## config.mk

```make
export PLATFORM = sky130hd
export DESIGN_NAME = interrupt_flag_aggregator
export DESIGN_NICKNAME = d
export VERILOG_FILES = /design/src/design/irq_agg_pkg.sv /design/src/design/interrupt_flag_aggregator.sv /design/src/design/edge_event_detect.sv /design/src/design/irq_pulse_shaper.sv
export SDC_FILE = /design/constraint.sdc
export NUM_CORES = 1
export LEC_CHECK = 0
export BUFFER_PORTS_ARGS = -buffer_cell sky130_fd_sc_hd__buf_2
export CELL_PAD_IN_SITES_DETAIL_PLACEMENT = 0
export CELL_PAD_IN_SITES_GLOBAL_PLACEMENT = 2
export CORE_ASPECT_RATIO = 2
export CORE_MARGIN = 5
export CORE_UTILIZATION = 37
export DETAILED_ROUTE_END_ITERATION = 7
export PLACE_DENSITY_LB_ADDON = 0.1
export SLEW_MARGIN = 10
export SYNTH_ARGS = -nofsm -noshare
export SYNTH_HDL_FRONTEND = slang
export SYNTH_SLANG_ARGS = --single-unit
```

## constraint.sdc

```tcl
create_clock -name clk_i -period 2.76 [get_ports clk_i]
set_input_delay 0.138 -clock clk_i [delete_from_list [all_inputs] [get_ports clk_i]]
set_output_delay 0.138 -clock clk_i [all_outputs]
set_load 0.02 [all_outputs]
```

## src/design/irq_agg_pkg.sv

```systemverilog
// Constants shared by the interrupt flag aggregator
package irq_agg_pkg;
  // ==========================================================
  // Register indices (byte address is four times the index)
  localparam int         BUS_ADDR_W   = 10;
  localparam logic [7:0] CTRL_IDX     = 8'h40;
  localparam logic [7:0] EDGE_SEL_IDX = 8'h41;
  localparam logic [7:0] RAW_DELTA    = 8'h01;
  localparam logic [7:0] CLR_DELTA    = 8'h01;
  localparam logic [7:0] MASK_DELTA   = 8'h03;
  // ==========================================================
  // Reset values
  localparam logic [7:0] CTRL_RST     = 8'h00;
  localparam logic [7:0] EDGE_SEL_RST = 8'h30;
  localparam logic [7:0] MASK_RST     = 8'h00;
  // ==========================================================
  // Field positions
  localparam int DUR_LSB       = 6;
  localparam int FORCE_BIT     = 2;
  localparam int SYNC_SEL_BIT  = 4;
  localparam int LOCK_SEL_BIT  = 5;
  localparam int MANUAL_BIT    = 7;
  localparam int LIVE_BIT      = 0;
  localparam int VC_SYNC_BIT   = 4;
  localparam int VC_UNLOCK_BIT = 3;
  localparam int VC_LOCK_BIT   = 2;
  localparam int CH_LOCK_BIT   = 3;
  localparam int CH_UNLOCK_BIT = 2;
  localparam int CH_SYNC_BIT   = 1;
  // ==========================================================
  // Status groups
  localparam int NUM_GROUPS = 14;
  localparam int G_VC       = 0;
  localparam int G_MAN      = 1;
  localparam int G_CH       = 2;
  localparam int G_LVL      = 3;
  localparam int N_LVL      = 4;
  localparam int G_EDGE     = 7;
  localparam int N_EDGE     = 5;
  localparam int G_CEC      = 12;
  localparam int G_CECB     = 13;
  localparam logic [7:0] STATUS_IDX [NUM_GROUPS] = '{8'h43, 8'h48, 8'h5c, 8'h61, 8'h66, 8'h6b, 8'h70,
                                                     8'h7a, 8'h7f, 8'h84, 8'h89, 8'h8e, 8'h93, 8'h98};
  // ==========================================================
  // Interrupt duration, in crystal periods
  localparam logic [1:0] DUR_SEL_4    = 2'h0;
  localparam logic [1:0] DUR_SEL_16   = 2'h1;
  localparam logic [1:0] DUR_SEL_64   = 2'h2;
  localparam logic [1:0] DUR_SEL_HOLD = 2'h3;
  localparam int         DUR_CYC_4    = 4;
  localparam int         DUR_CYC_16   = 16;
  localparam int         DUR_CYC_64   = 64;
endpackage

```

## src/design/interrupt_flag_aggregator.sv

```systemverilog
// Interrupt flag aggregator with a classic Wishbone register slave
// Function
// RULE1: Writing force bit one raises manual event
// RULE2: Manual mask gates forced event onto output
// RULE3: No second assertion while first still pending
// RULE4: Host reads every unmasked status after interrupt
// RULE5: Video core status at 0x43, 0x48, 0x5c
// RULE6: Level status bytes at 0x61 to 0x70
// RULE7: Edge status bytes at 0x7a to 0x8e
// RULE8: Overall raw is live, manual raw latched
// RULE9: Channel sync valid and lock events latch
// RULE10: Consumer control raw bits latch until cleared
// RULE11: Level raw bits follow live state
// RULE12: Edge raw bits latch until clear written
// RULE13: Sync valid select: rising only or both
// RULE14: Lock select: rising only or both edges
// RULE15: Lock status read-only at 0x43 bit 2
// RULE16: Masked change sets sticky status, clear releases
// RULE17: Duration field gives 4, 16, 64, hold
// RULE18: Manual force control at 0x40 bit 2
// RULE19: All masks cleared after reset
// RULE20: Output follows OR of unmasked status bits
`timescale 1ns/1ps
module interrupt_flag_aggregator
  import irq_agg_pkg::*;
(
  input  wire logic                       clk_i,
  input  wire logic                       rst_i,
  input  wire logic                       wb_cyc_i,
  input  wire logic                       wb_stb_i,
  input  wire logic                       wb_we_i,
  input  wire logic [BUS_ADDR_W-1:0]      wb_adr_i,
  input  wire logic [3:0]                 wb_sel_i,
  input  wire logic [31:0]                wb_dat_i,
  output logic      [31:0]                wb_dat_o,
  output logic                            wb_ack_o,
  input  wire logic                       sync_valid_i,
  input  wire logic                       sync_valid_ch1_i,
  input  wire logic                       lock_i,
  input  wire logic                       lock_ch1_i,
  input  wire logic [N_LVL-1:0][7:0]      hdmi_level_raw_i,
  input  wire logic [N_EDGE-1:0][7:0]     hdmi_edge_evt_i,
  input  wire logic [5:0]                 consumer_ctl_evt_i,
  input  wire logic [7:0]                 consumer_ctl_event_byte_i,
  output logic                            irq_out_pin_o,
  output logic                            overall_irq_live_o
);
  // ==========================================================
  // Bus slave
  logic [7:0] idx;
  logic [7:0] wdat;
  logic       req;
  logic       wr;
  logic       ack_q;
  logic [7:0] rdat_q;
  logic [7:0] rd_d;

  assign idx  = wb_adr_i[9:2];
  assign wdat = wb_dat_i[7:0];
  assign req  = wb_cyc_i && wb_stb_i;
  // Write lands on the edge that also shows ack to the master
  assign wr   = req && wb_we_i && ack_q && wb_sel_i[0];

  always_ff @(posedge clk_i) begin
    if (rst_i) begin
      ack_q <= 1'b0;
    end else begin
      ack_q <= req && !ack_q;
    end
  end

  always_ff @(posedge clk_i) begin
    if (rst_i) begin
      rdat_q <= 8'h00;
    end else if (req && !ack_q) begin
      rdat_q <= rd_d;
    end
  end

  assign wb_ack_o = ack_q;
  assign wb_dat_o = {24'h000000, rdat_q};

  // ==========================================================
  // Control registers
  logic [7:0] ctrl_q;
  logic [7:0] edge_sel_q;
  logic       man_evt;

  always_ff @(posedge clk_i) begin
    if (rst_i) begin
      ctrl_q <= CTRL_RST; // RULE1
    end else if (wr && idx == CTRL_IDX) begin
      ctrl_q <= wdat; // RULE18
    end
  end

  always_ff @(posedge clk_i) begin
    if (rst_i) begin
      edge_sel_q <= EDGE_SEL_RST;
    end else if (wr && idx == EDGE_SEL_IDX) begin
      edge_sel_q <= wdat;
    end
  end

  // Every write of one fires an event, even if the mode is already on
  assign man_evt = wr && idx == CTRL_IDX && wdat[FORCE_BIT]; // RULE1

  // ==========================================================
  // Video core event detection
  logic [1:0] sync_evt;
  logic [3:0] lock_evt;

  edge_event_detect #(
    .W (2)
  ) u_sync_edge (
    .clk_i   (clk_i),
    .rst_i   (rst_i),
    .level_i ({sync_valid_ch1_i, sync_valid_i}),
    .both_i  (edge_sel_q[SYNC_SEL_BIT]), // RULE13
    .evt_o   (sync_evt)
  );

  // Lock and unlock are treated as two opposite live levels
  edge_event_detect #(
    .W (4)
  ) u_lock_edge (
    .clk_i   (clk_i),
    .rst_i   (rst_i),
    .level_i ({~lock_ch1_i, lock_ch1_i, ~lock_i, lock_i}),
    .both_i  (edge_sel_q[LOCK_SEL_BIT]), // RULE14
    .evt_o   (lock_evt)
  );

  // ==========================================================
  // Event sources per group
  logic [7:0] evt      [NUM_GROUPS];
  logic [7:0] raw_q    [NUM_GROUPS];
  logic [7:0] status_q [NUM_GROUPS];
  logic [7:0] mask_q   [NUM_GROUPS];
  logic [NUM_GROUPS-1:0] pend_bits;
  logic       pend;

  always_comb begin
    for (int g = 0; g < NUM_GROUPS; g++) begin
      evt[g] = 8'h00;
    end
    evt[G_VC][VC_SYNC_BIT]   = sync_evt[0];
    evt[G_VC][VC_LOCK_BIT]   = lock_evt[0];
    evt[G_VC][VC_UNLOCK_BIT] = lock_evt[1];
    evt[G_CH][CH_SYNC_BIT]   = sync_evt[1]; // RULE9
    evt[G_CH][CH_LOCK_BIT]   = lock_evt[2]; // RULE9
    evt[G_CH][CH_UNLOCK_BIT] = lock_evt[3]; // RULE9
    evt[G_MAN][MANUAL_BIT]   = man_evt;
    for (int l = 0; l < N_LVL; l++) begin
      evt[G_LVL+l] = hdmi_level_raw_i[l] ^ raw_q[G_LVL+l]; // RULE11
    end
    for (int e = 0; e < N_EDGE; e++) begin
      evt[G_EDGE+e] = hdmi_edge_evt_i[e]; // RULE12
    end
    evt[G_CEC]  = {2'b00, consumer_ctl_evt_i}; // RULE10
    evt[G_CECB] = consumer_ctl_event_byte_i; // RULE10
  end

  // ==========================================================
  // Raw, status and mask per group
  for (genvar g = 0; g < NUM_GROUPS; g++) begin : grp
    localparam logic [7:0] CLR_I  = STATUS_IDX[g] + CLR_DELTA;
    localparam logic [7:0] MASK_I = STATUS_IDX[g] + MASK_DELTA;
    logic [7:0] clr;

    // Self-clearing: the clear only lasts the write edge
    assign clr = (wr && idx == CLR_I) ? wdat : 8'h00;

    always_ff @(posedge clk_i) begin
      if (rst_i) begin
        mask_q[g] <= MASK_RST; // RULE19
      end else if (wr && idx == MASK_I) begin
        mask_q[g] <= wdat; // RULE2
      end
    end

    // Set wins over a clear in the same cycle
    always_ff @(posedge clk_i) begin
      if (rst_i) begin
        status_q[g] <= 8'h00;
      end else begin
        status_q[g] <= (status_q[g] & ~clr) | (evt[g] & mask_q[g]); // RULE16
      end
    end

    if (g >= G_LVL && g < G_EDGE) begin : g_level
      // Live sample; no clear needed
      always_ff @(posedge clk_i) begin
        if (rst_i) begin
          raw_q[g] <= 8'h00;
        end else begin
          raw_q[g] <= hdmi_level_raw_i[g-G_LVL]; // RULE11
        end
      end
    end else begin : g_edge
      always_ff @(posedge clk_i) begin
        if (rst_i) begin
          raw_q[g] <= 8'h00;
        end else begin
          raw_q[g] <= (raw_q[g] & ~clr) | evt[g]; // RULE12
        end
      end
    end

    // Mask is applied again so masking a pending bit drops pend, and the pin only in hold mode
    assign pend_bits[g] = |(status_q[g] & mask_q[g]); // RULE20
  end

  assign pend               = |pend_bits; // RULE20
  assign overall_irq_live_o = pend; // RULE8

  // ==========================================================
  // Read multiplexer
  always_comb begin
    rd_d = 8'h00;
    if (idx == CTRL_IDX) begin
      rd_d = ctrl_q;
    end
    if (idx == EDGE_SEL_IDX) begin
      rd_d = edge_sel_q;
    end
    for (int g = 0; g < NUM_GROUPS; g++) begin
      if (idx == STATUS_IDX[g]) begin
        rd_d = status_q[g]; // RULE15
      end
      if (idx == 8'(STATUS_IDX[g] - RAW_DELTA)) begin
        rd_d = raw_q[g];
        if (g == G_MAN) begin
          rd_d[LIVE_BIT] = pend; // RULE8
        end
      end
      if (idx == 8'(STATUS_IDX[g] + MASK_DELTA)) begin
        rd_d = mask_q[g];
      end
    end
  end

  // ==========================================================
  // Interrupt pin
  irq_pulse_shaper u_shaper (
    .clk_i  (clk_i),
    .rst_i  (rst_i),
    .pend_i (pend),
    .dur_i  (ctrl_q[DUR_LSB+:2]), // RULE17
    .irq_o  (irq_out_pin_o)
  );
endmodule

```

## src/design/edge_event_detect.sv

```systemverilog
// Per-bit edge detector with rising-only or both-edge selection
`timescale 1ns/1ps
module edge_event_detect #(
  parameter int W = 2
) (
  input  wire logic         clk_i,
  input  wire logic         rst_i,
  input  wire logic [W-1:0] level_i,
  input  wire logic         both_i,
  output logic      [W-1:0] evt_o
);
  // ==========================================================
  // Checks
  if (W < 1) begin : g_bad_w
    $error("edge_event_detect needs W of at least 1");
  end

  // ==========================================================
  // Detection
  logic [W-1:0] prev_q;
  logic         armed_q;

  always_ff @(posedge clk_i) begin
    if (rst_i) begin
      prev_q <= '0;
    end else begin
      prev_q <= level_i;
    end
  end

  // First sample after reset only arms, so an idle-high level gives no edge
  always_ff @(posedge clk_i) begin
    if (rst_i) begin
      armed_q <= 1'b0;
    end else begin
      armed_q <= 1'b1;
    end
  end

  for (genvar b = 0; b < W; b++) begin : g_bit
    assign evt_o[b] = armed_q && ((level_i[b] && !prev_q[b]) || (both_i && !level_i[b] && prev_q[b]));
  end
endmodule

```

## src/design/irq_pulse_shaper.sv

```systemverilog
// Interrupt pin pulse shaper with programmable duration
`timescale 1ns/1ps
module irq_pulse_shaper
  import irq_agg_pkg::*;
(
  input  wire logic       clk_i,
  input  wire logic       rst_i,
  input  wire logic       pend_i,
  input  wire logic [1:0] dur_i,
  output logic            irq_o
);
  // ==========================================================
  // Checks
  if (DUR_CYC_64 > 128 || DUR_CYC_4 < 1) begin : g_bad_dur
    $error("irq_pulse_shaper counter cannot hold the duration");
  end

  // ==========================================================
  // State
  typedef enum logic [1:0] {ST_IDLE, ST_PULSE, ST_HOLD} shaper_state_type;
  shaper_state_type state_q;
  logic [6:0]       cnt_q;
  logic [6:0]       len_m1;
  logic             pend_q;
  logic             start;

  // Only a fresh rise of the pending OR starts a pulse
  assign start = pend_i && !pend_q && state_q == ST_IDLE; // RULE3

  always_comb begin
    case (dur_i)
      DUR_SEL_4:  len_m1 = 7'(DUR_CYC_4 - 1);
      DUR_SEL_16: len_m1 = 7'(DUR_CYC_16 - 1);
      default:    len_m1 = 7'(DUR_CYC_64 - 1);
    endcase
  end

  always_ff @(posedge clk_i) begin
    if (rst_i) begin
      pend_q <= 1'b0;
    end else begin
      pend_q <= pend_i;
    end
  end

  always_ff @(posedge clk_i) begin
    if (rst_i) begin
      state_q <= ST_IDLE;
      cnt_q   <= 7'h00;
    end else begin
      case (state_q)
        ST_IDLE: begin
          if (start && dur_i == DUR_SEL_HOLD) begin
            state_q <= ST_HOLD; // RULE17
          end else if (start) begin
            state_q <= ST_PULSE;
            cnt_q   <= len_m1; // RULE17
          end
        end
        ST_PULSE: begin
          if (cnt_q == 7'h00) begin
            state_q <= ST_IDLE;
          end else begin
            cnt_q <= cnt_q - 7'h01;
          end
        end
        ST_HOLD: begin
          if (!pend_i) begin
            state_q <= ST_IDLE;
          end
        end
        default: state_q <= ST_IDLE;
      endcase
    end
  end

  assign irq_o = state_q != ST_IDLE;
endmodule

```

==> metrics.md, run 1 <==
| Metric | Value |
|---|---|
| Die X | `~170 microns` |
| Post-synthesis cell count | `~2000` |
| Final HPWL DP | `85500 microns` |
| Number of synthesized flops with an enable pin | `about 110` |
| Hold crit path type | `input port to flop` |
| CTS tree | `done` |
| Number of DRC markers in iteration 0 | `between 2000 and 2500` |
| Chip height | `approximately 320 microns` |
| Outcome | `complete, but fails checks` |
| Slew Viols, Final | `0` |
| Top-area cell type share of the netlist area | `between 20 and 30%` |
| DRC errors left | `0` |
| Startpoint types | `flop` |
| Pre-CTS setup slack | `-455.0 ps` |
| Die area | `around 54000 sq um` |
| Worst-skew pair later-pin latency | `approximately 580 ps` |
| Setup CP Type | `flop to output pin` |
| Avg Cell Area, Syn | `just under 9 sq um` |
| Most instantiated cells after synthesis | `272 x nor2_1, 265 x dfxtp_1, 198 x nand2_1` |
| Clock power frac | `around two fifths` |
| Max Buffers Root-to-Sink | `3` |
| Yosys warning count | `0` |
| Port buffer count | `roughly 120` |
| Core region area | `49070 sq um` |
| Root Buffer Master | `clkbuf_16` |
| Min cycle time layout | `between 3000 and 4000 ps` |
| Area contributors post-synth | `dfxtp_1 29%, edfxtp_1 18%, nor2_1 5.6%` |
| Max Clk Rate | `between 0.3 and 0.4 GHz` |
| CP Max Fanout | `4` |
| Layout cells sized above 1 | `around a quarter` |
| Row count | `around 120` |
| Largest net degree at the start of global routing | `about 90` |
| Synth unique cells | `86` |
| Worst EP required | `between 2000 and 3000 ps` |
| Count leader, synth | `nor2_1` |
| Pwr dens | `between 500 and 600 nW/um^2` |
| Antenna violations before repair | `2` |
| Final hold violation count | `0` |
| RSZ-0062 raised after global routing | `yes` |
| Starting Density | `between 30% and 40%` |
| Logic pwr share | `around an eighth` |
| Routed vias/inst | `between 6 and 7` |
| Register bit total from synthesis | `~380` |
| Area Overhead vs Synth | `34.87%` |
| GRT overflow | `0` |
| Psw | `between 3 and 4 mW` |
| Worst VDD drop | `around 0.51 mV` |
| Worst Max-Slew Pin Slew | `roughly 1100 ps` |
| Cell Int Power | `between 9 and 10 mW` |
| # Max-Cap Violations | `0` |
| Synth Cell Area | `between 15000 and 20000 sq um` |
| Setup WS post-layout | `-345.7 ps` |
| Global-route wire length before repair | `150200 microns` |
| Gpl congestion | `1.061` |
| DRT Pass-1 Iters | `8` |
| Number of routed nets with antenna violations | `0` |
| Final wirelength | `between 100000 and 150000 microns` |
| Vias in the first global route | `between 20000 and 25000` |
| Switch share | `between 20% and 30%` |
| Clk_skew | `approximately 22 ps` |
| Ys flop type | `dfxtp_1` |
| Sequential power share | `between 40% and 50%` |
| Asr flop ratio synth | `0%` |
| Slew headroom | `25.07%` |
| Register area share after synthesis | `47.34%` |
| Vias after detailed routing | `19860` |
| Clock slew at reported path FFs | `60 ps` |
| Failing checks | `negative setup slack` |
| Critical Path AT | `slightly below 3000 ps` |
| # clock sinks | `between 300 and 400` |
| Total GRT Usage | `between 30 and 40%` |
| Routed len/inst | `between 30 and 40 microns` |
| Htree depth | `2` |
| Final period utilization | `112.5%` |
| Top cell type by total area after synthesis | `dfxtp_1` |
| I/O pin count | `roughly 180` |
| WHS | `around 70 ps` |
| # setup viols final | `8` |
| Endpoint class of the critical path | `output pin` |
| Total CTS buffers | `38` |
| Leakage | `~10 nW` |
| Final nets | `about 2700` |
==> worst max-delay path: stages (launching register included) <==
cell and delay [ps]:
dfxtp_1 500, a22oi_1 670, buf_4 220, nand4_1 190, nor4_4 450, buf_4 200
inv_2 30, buf_6 120
==> kinds of logic (layout without fill, tap and decap cells) <==
kind of cell    Yosys count  after routing  synth area share, %
compound gates          625            625                22.96
xor+xnor                 32             32                1.530
fa+ha+maj                 1              1              0.06831
buf+inv                 168            698                4.380
flops                   377            377                47.34
mux                      18             18                1.086
other cells               1             25              0.02048
simple gates            827            827                22.62
==> worst paths after layout <==
check                                                 from                        endpoint  slack [ps]  depth (start not counted)
worst max-delay path            status_q[0][54]$_SDFF_PP0_              overall_irq_live_o        -350                          7
worst max register to register  status_q[0][54]$_SDFF_PP0_  u_shaper.cnt_q[4]$_SDFFE_PP0P_        -120                          9
worst min register to register      ctrl_q[1]$_SDFFE_PP0P_          ctrl_q[1]$_SDFFE_PP0P_         460                          2
worst min-delay path                           wb_dat_i[0]          ctrl_q[0]$_SDFFE_PP0P_          70                          4
==> layout make-up <==
class,instances,area [sq um]
Antenna cell,1,2.502
Clock buffer,58,1172
Clock inverter,12,123.9
Fill cell,4739,24370
Inverter,13,48.80
Multi-Input combinational cell,1527,9112
Sequential cell,377,8668
Tap cell,643,804.5
Timing Repair Buffer,615,4765
==> power by group through the flow <==
stage                     Combinational [mW]  Clock [mW]  Sequential, mW
after global placement                  1.59           0            6.35
after floorplan                        0.786           0            6.18
after global routing                    1.87        5.81            6.25
final                                   1.78        5.59            6.26
after CTS                               1.74        5.62            6.24
after detailed placement                1.60           0            6.35
==> flip-flops by register name, indices dropped and copies added (netlist names) <==
signal,flops
ctrl_q,8
edge_sel_q,8
mask_q,112
raw_q,111
rdat_q,8
status_q,112
u_lock_edge.armed_q,1
u_lock_edge.prev_q,4
u_shaper.cnt_q,7
u_shaper.pend_q,1
u_shaper.state_q,2
u_sync_edge.prev_q,2
wb_ack_o,1
==> routing by layer <==
| metal | GRT usage [%] | up-vias | wire length, microns |
|---|---|---|---|
| met3 | 5.463 | 457 | 6954 |
| li1 | - | 8545 | - |
| met2 | 65.16 | 1209 | 52000 |
| met5 | 0 | - | 0 |
| met4 | 38.80 | 0 | 14540 |
| met1 | 39.63 | 9646 | 35570 |
==> per-stage QoR <==
step / instance area [sq um] / TNS, ps / std cells / power [mW] / util, %
4_1_cts: 24650 / -1486 / 3245 / 13.60 / 50.24
6_report: 24700 / -897.3 / 3246 / 13.63 / 50.34
2_1_floorplan: 18400 / 0 / 2072 / 6.965 / -
3_3_place_gp: 22190 / -8563 / 3070 / 7.939 / 45.22
3_5_place_dp: 22190 / -7544 / 3070 / 7.951 / 45.22
5_1_grt: 24690 / -1192 / 3245 / 13.93 / 50.33
==> cell usage in the layout, fill, tap and decap left out, types with 28 or more instances in the layout <==
cell type,netlist,layout
buf_2,33,120
o21ai_0,96,96
nor2_1,272,271
nand2_1,198,197
nand3_1,35,35
a221oi_1,39,28
dfxtp_1,265,265
o22ai_1,43,43
clkbuf_16,0,43
and2_1,150,150
edfxtp_1,112,112
xor2_1,32,32
buf_4,30,378
nor2b_1,44,44
a21oi_1,160,160
a22oi_1,126,125
dlygate4sd3_1,0,100
==> repair_timing <==
| action | 4_1_cts | 5_1_grt |
|---|---|---|
| endpoints found under the hold margin | 185 | 0 |
| hold buffers | 100 | 0 |
| setup endpoints to repair | 9 | 14 |
| pin swaps | 9 | 4 |
| resized for setup | 23 | 10 |
| buffers inserted | 6 | 0 |
No activity file was read; power rests on OpenSTA's default activity.
==> run 2: changes to the inputs <==
PLACE_DENSITY = 0.89   (was not set)
PLACE_DENSITY_LB_ADDON = not set   (was 0.1)
==> run 2 against run 1 <==
The run still ends with negative setup slack left. Fmax rose by 1.4%. Sequential share of layout area rose by 0.32 points. Power fell by 1.3%. Largest power group unchanged. Clock power fell by 3%. Hold slack got worse by 46 ps. Critical path depth rose by 1. Core utilization fell by 0.46 points. Final cell count barely moved. Sequential power barely moved. Cell area fell by 0.91%.
==> metrics.md, run 2 (synthesized netlist as in run 1, its figures left out) <==
| Metric | Value |
|---|---|
| Outcome | `complete, but fails checks` |
| Failing checks | `negative setup slack` |
| Hold Path Stages | `2 (-2)` |
| DRT Pass-1 Iters | `6 (-2)` |
| Leakage | `9.752 nW (-0.97%)` |
| Pre-CTS setup slack | `-888.7 ps (-433.7 ps)` |
| Min cycle time layout | `3062 ps (-43.78 ps)` |
| Worst Max-Slew Pin Slew | `1079 ps (-45.26 ps)` |
| Slew headroom | `27.53% (+2.5 points)` |
| Worst EP required | `2620 ps (about the same)` |
| CP peak stage delay | `570 ps (-100 ps)` |
| Clk_skew | `26.24 ps (+4.055 ps)` |
| GRT overflow | `0 (unchanged)` |
| Most frequent cells in the layout | `392 x buf_4, 272 x nor2_1, 265 x dfxtp_1, 198 x nand2_1, 159 x a21oi_1` |
| Slew Viols, Final | `0 (unchanged)` |
| Pwr dens | `549.7 nW/um^2 (-0.36%)` |
| CTS tree | `done` |
| Root Buffer Master | `clkbuf_16` |
| # setup viols final | `2 (-6)` |
| Port buffer count | `122 (unchanged)` |
| Final nets | `2712 (-0.074%)` |
| Total CTS buffers | `38 (unchanged)` |
| Routed vias/inst | `6.139 (+0.36%)` |
| I/O pin count | `176 (unchanged)` |
| Setup TNS | `-322.7 ps (+574.6 ps)` |
| Layout cells sized above 1 | `24.78% (+0.26 points)` |
| Most common cell after layout, fill and taps aside | `buf_4` |
| Global-route wire length before repair | `152200 microns (+1.3%)` |
| Final wirelength | `111600 microns (+2.3%)` |
| Final HPWL DP | `87660 microns (+2.5%)` |
| CP max stage cell | `edfxtp_1` |
| Endpoint class of the critical path | `output pin` |
| Antenna violations before repair | `2 (unchanged)` |
| Met3 Use GR | `6.619% (+1.2 points)` |
| Reg2reg end | `rdat_q[1]$_SDFFE_PP0P_` |
| Starting Density | `37.32% (unchanged)` |
| Worst-skew pair later-pin latency | `580 ps (about the same)` |
| Critical Path AT | `2920 ps (-50 ps)` |
| Startpoint types | `flop` |
| CP Max Fanout | `6 (+2)` |
| M2 GR Usage | `66.74% (+1.6 points)` |
| Hold EP | `status_q[1][47]$_SDFF_PP0_` |
| Total GRT Usage | `39.51% (+0.86 points)` |
| Max Clk Rate | `0.3266 GHz (+1.4%)` |
| Reg2reg setup slack | `10 ps (+130 ps)` |
| Max Buffers Root-to-Sink | `3 (unchanged)` |
| Routed len/inst | `34.42 microns (+2.4%)` |
| RSZ-0062 raised after global routing | `yes` |
| Vias after detailed routing | `19910 (+0.27%)` |
| Worst VDD drop | `0.4493 mV (-12%)` |
| # clock sinks | `377 (unchanged)` |
| Hold Crit Start | `rst_i` |
| Number of DRC markers in iteration 0 | `2165 (+4.9%)` |
| Number of routed nets with antenna violations | `0 (unchanged)` |
| Setup CP Type | `flop to output pin` |
| Htree depth | `2 (unchanged)` |
| Final period utilization | `110.9% (-1.6 points)` |
| Largest net degree at the start of global routing | `81 (-12%)` |
| Clock slew at reported path FFs | `70 ps (about the same)` |
| Area Overhead vs Synth | `33.64%` |
| # Max-Cap Violations | `0 (unchanged)` |
| Core region area | `49070 sq um (unchanged)` |
| Die X | `167.3 microns (unchanged)` |
| Top Usage Layer GRT | `met2` |
| DRC errors left | `0 (unchanged)` |
| Die area | `54310 sq um (unchanged)` |
| Chip height | `324.6 microns (unchanged)` |
| Gpl congestion | `1.079 (+1.7%)` |
| Vias in the first global route | `19850 (-0.77%)` |
| Met1 usage | `40.06% (+0.44 points)` |
| Row count | `115 (unchanged)` |
| Final hold violation count | `0 (unchanged)` |
| Crit-path cells | `a22o_1 -> a221oi_2 -> nand4_1 -> or4_4 -> nor4_4 -> buf_6 -> inv_1 -> buf_2` |
| Hold crit path type | `input port to flop` |
| Largest regs | `mask_q x112, status_q x112, raw_q x111` |
| Worst reg2reg startpoint | `mask_q[0][33]$_SDFFCE_PN0P_` |
| Setup WS post-layout | `-301.9 ps (+43.78 ps)` |
| Worst Reg-to-Reg Cells | `7 (-2)` |
[run 2: final cells by class]
class,instances,area [sq um]
inverters,13,48.80
multi-input cells,1527,9067
clock buffers,54,1104
repair buffers,613,4634
clock inverters,15,143.9
well taps,643,804.5
flip-flops and latches,377,8668
diodes,1,2.502
fillers,4798,24590
[run 2: worst max-delay path by stage]
stage                                      startpoint                     endpoint  slack, ps  cells after the start
final                     mask_q[0][59]$_SDFFCE_PN0P_           overall_irq_live_o       -300                      8
after global routing      mask_q[1][24]$_SDFFCE_PN0P_           overall_irq_live_o       -360                      9
after global placement                    wb_adr_i[3]       rdat_q[3]$_SDFFE_PP0P_       -920                     11
after floorplan                           wb_adr_i[6]  mask_q[0][48]$_SDFFCE_PN0P_        490                      6
after CTS                 mask_q[0][31]$_SDFFCE_PN0P_           overall_irq_live_o       -310                      8
after detailed placement                  wb_adr_i[3]       rdat_q[3]$_SDFFE_PP0P_       -890                     11
[run 2: critical path, delay by kind of cell (launching register included)]
kind,cells,cell delay (ps)
simple gates,3,880
flops,1,570
buf+inv,3,380
compound gates,2,510
[run 2: where the power goes]
part / leakage, nW / switching [mW] / total [mW] / internal, mW
sequential: 3.35 / 0.319 / 6.25 / 5.93
clock: 0.611 / 2.43 / 5.43 / 3.00
combinational: 5.79 / 1.06 / 1.78 / 0.717
total: 9.75 / 3.81 / 13.5 / 9.65
[run 2: what timing repair did]
action,in CTS,in global routing
hold buffers,90,0
resized for setup,15,9
pin swaps,1,1
hold endpoints to repair,178,0
endpoints found under the setup margin,8,9
buffers inserted,1,2
[run 2: stage by stage]
stage | cell area, sq um | util, % | power (mW) | std cells | hold slack (ps)
final | 24470 | 49.88 | 13.45 | 3243 | 25.01
after global routing | 24470 | 49.87 | 13.76 | 3242 | 39.92
after CTS | 24410 | 49.75 | 13.45 | 3240 | 17.04
after detailed placement | 22180 | 45.20 | 7.959 | 3080 | 341.6
after global placement | 22180 | 45.20 | 7.948 | 3080 | 336.7
after floorplan | 18400 | - | 6.965 | 2072 | 210.4
[run 2: metal layers]
| layer | vias to the layer above | share of wire (%) |
|---|---|---|
| li1 | 8542 | - |
| met5 | - | 0 |
| met3 | 445 | 7.2 |
| met2 | 1265 | 48 |
| met1 | 9658 | 32 |
| met4 | 0 | 13 |
==> run 3: changes to the inputs <==
MAX_ROUTING_LAYER = met4   (was not set)
==> run 3 against run 2 <==
The flow still finishes with violations (negative setup slack). Sequential share of layout area is 0.65 points lower. Sequential power about the same. Final cell count rose by 1.1%. Largest cell class unchanged. Highest routed layer unchanged.
==> metrics.md, run 3 (synthesized netlist as in run 1, its figures left out) <==
| Metric | Value |
|---|---|
| CTS tree | `done` |
| Die area | `54310 sq um (unchanged)` |
| Final HPWL DP | `88440 microns (+0.89%)` |
| Starting Density | `37.32% (unchanged)` |
| Utilization after layout | `50.82% (+0.94 points)` |
| Final Non-Filler Cells | `3279 (+1.1%)` |
| Vias after detailed routing | `19930 (+0.10%)` |
| Setup TNS | `-503.2 ps (-180.5 ps)` |
| Final nets | `2747 (+1.3%)` |
| Most frequent cells in the layout | `417 x buf_4, 272 x nor2_1, 265 x dfxtp_1, 197 x nand2_1, 157 x a21oi_1` |
| Max Buffers Root-to-Sink | `3 (unchanged)` |
| # clock sinks | `377 (unchanged)` |
| Max Clk Rate | `0.3253 GHz (-0.40%)` |
| CP Max Fanout | `3 (-3)` |
| Failing checks | `negative setup slack` |
| Critical Path AT | `2940 ps (+20 ps)` |
| Worst VDD drop | `0.4502 mV (+0.18%)` |
| DRT Pass-1 Iters | `8 (+2)` |
| Pwr dens | `540.2 nW/um^2 (-1.7%)` |
| DRC errors left | `0 (unchanged)` |
| Clk_skew | `20.38 ps (-5.854 ps)` |
| Routed len/inst | `34.25 microns (-0.48%)` |
| Pre-CTS setup slack | `-845.5 ps (+43.25 ps)` |
| Antenna violations before repair | `2 (unchanged)` |
| Die X | `167.3 microns (unchanged)` |
| Gpl congestion | `1.084 (+0.51%)` |
| Core region area | `49070 sq um (unchanged)` |
| Layout cells sized above 1 | `26.19% (+1.4 points)` |
| Final wirelength | `112300 microns (+0.63%)` |
| RSZ-0062 raised after global routing | `yes` |
| Largest regs | `mask_q x112, status_q x112, raw_q x111` |
| Clock slew at reported path FFs | `60 ps (about the same)` |
| Outcome | `complete, but fails checks` |
| Hold crit path type | `input port to flop` |
| Leakage | `9.993 nW (+2.5%)` |
| Chip height | `324.6 microns (unchanged)` |
| Worst-skew pair later-pin latency | `590 ps (about the same)` |
| Row count | `115 (unchanged)` |
| GRT overflow | `0 (unchanged)` |
| Area Overhead vs Synth | `36.16%` |
| Global-route wire length before repair | `154400 microns (+1.5%)` |
| Total GRT Usage | `41.07% (+1.6 points)` |
| Number of DRC markers in iteration 0 | `2182 (+0.79%)` |
| Routed vias/inst | `6.078 (-1.0%)` |
| Setup WS post-layout | `-314.2 ps (-12.26 ps)` |
| # setup viols final | `5 (+3)` |
| Number of routed nets with antenna violations | `0 (unchanged)` |
| Cells after DPL | `3114 (+1.1%)` |
| Port buffer count | `122 (unchanged)` |
| # Max-Cap Violations | `0 (unchanged)` |
| Vias in the first global route | `20010 (+0.80%)` |
| Total CTS buffers | `38 (unchanged)` |
| Final period utilization | `111.4% (+0.44 points)` |
| Worst Max-Slew Pin Slew | `1222 ps (+143.1 ps)` |
| Final hold violation count | `0 (unchanged)` |
| Largest net degree at the start of global routing | `60 (-26%)` |
| Root Buffer Master | `clkbuf_16` |
| Min cycle time layout | `3074 ps (+12.26 ps)` |
| Setup CP Type | `flop to output pin` |
| Worst EP required | `2620 ps (about the same)` |
| Htree depth | `2 (unchanged)` |
| Startpoint types | `flop` |
| I/O pin count | `176 (unchanged)` |
| Slew headroom | `17.48% (-10 points)` |
| Endpoint class of the critical path | `output pin` |
| Slew Viols, Final | `0 (unchanged)` |
| Most common cell after layout, fill and taps aside | `buf_4` |
## run 3: cell types whose count changed in the layout (fill, tap and decap cells not counted), moves of 3 or more
cell / delta
a22o_4: +3
buf_12: +9
buf_4: +25
clkinv_1: +3
o21ai_0: -3
o21ai_2: +5
## run 3: repair_timing
item | in CTS | in global routing
buffers inserted | 2 | 2
endpoints found under the hold margin | 177 | 0
resized for setup | 19 | 26
endpoints found under the setup margin | 14 | 10
pin swaps | 4 | 5
hold buffers | 90 | 0
## run 3: worst paths after layout
kind | cells past startpoint | from | slack, ps | end
worst max-delay path | 8 | mask_q[1][9]$_SDFFCE_PN0P_ | -310 | overall_irq_live_o
worst min-delay path | 2 | rst_i | 40 | status_q[0][46]$_SDFF_PP0_
worst max register to register | 11 | mask_q[1][9]$_SDFFCE_PN0P_ | -60 | u_shaper.cnt_q[2]$_SDFFE_PP0P_
worst min register to register | 2 | ctrl_q[5]$_SDFFE_PP0P_ | 460 | ctrl_q[5]$_SDFFE_PP0P_
## run 3: final cells by class
cell class | count | area, sq um
Fill cell | 4746 | 24130
Multi-Input combinational cell | 1527 | 9169
Sequential cell | 377 | 8668
Timing Repair Buffer | 648 | 5014
Clock buffer | 53 | 1077
Tap cell | 643 | 804.5
Clock inverter | 17 | 150.1
Inverter | 13 | 48.80
Antenna cell | 1 | 2.502
## run 3: critical path, cell delays in order (launching register included)
cell and delay [ps]:
edfxtp_1 500, a22o_4 310, a221oi_4 280, nand4_1 220, or4_4 480, nor4_4 190
buf_6 180, inv_1 40, buf_2 150
## run 3: report_power, final
part | leakage (nW) | switching [mW] | internal (mW)
registers | 3.35 | 0.297 | 5.93
clock network | 0.610 | 2.45 | 2.93
logic | 6.03 | 1.10 | 0.759
## run 3: layer usage
layer | vias to the layer above | share of wire, % | track usage (%)
li1 | 8584 | - | -
met4 | 0 | 14 | 40.97
met2 | 1230 | 47 | 66.04
met1 | 9638 | 33 | 41.59
met3 | 478 | 7.0 | 5.718
met5 | - | 0 | -
## run 3: stage by stage
step | power (mW) | cell area [sq um] | hold WS, ps
finish | 13.47 | 24930 | 40.91
global route | 13.78 | 24930 | 47.22
CTS | 13.42 | 24800 | 16.62
detailed placement | 7.996 | 22540 | 347.6
global placement | 7.989 | 22540 | 338.5
floorplan | 6.965 | 18400 | 210.4
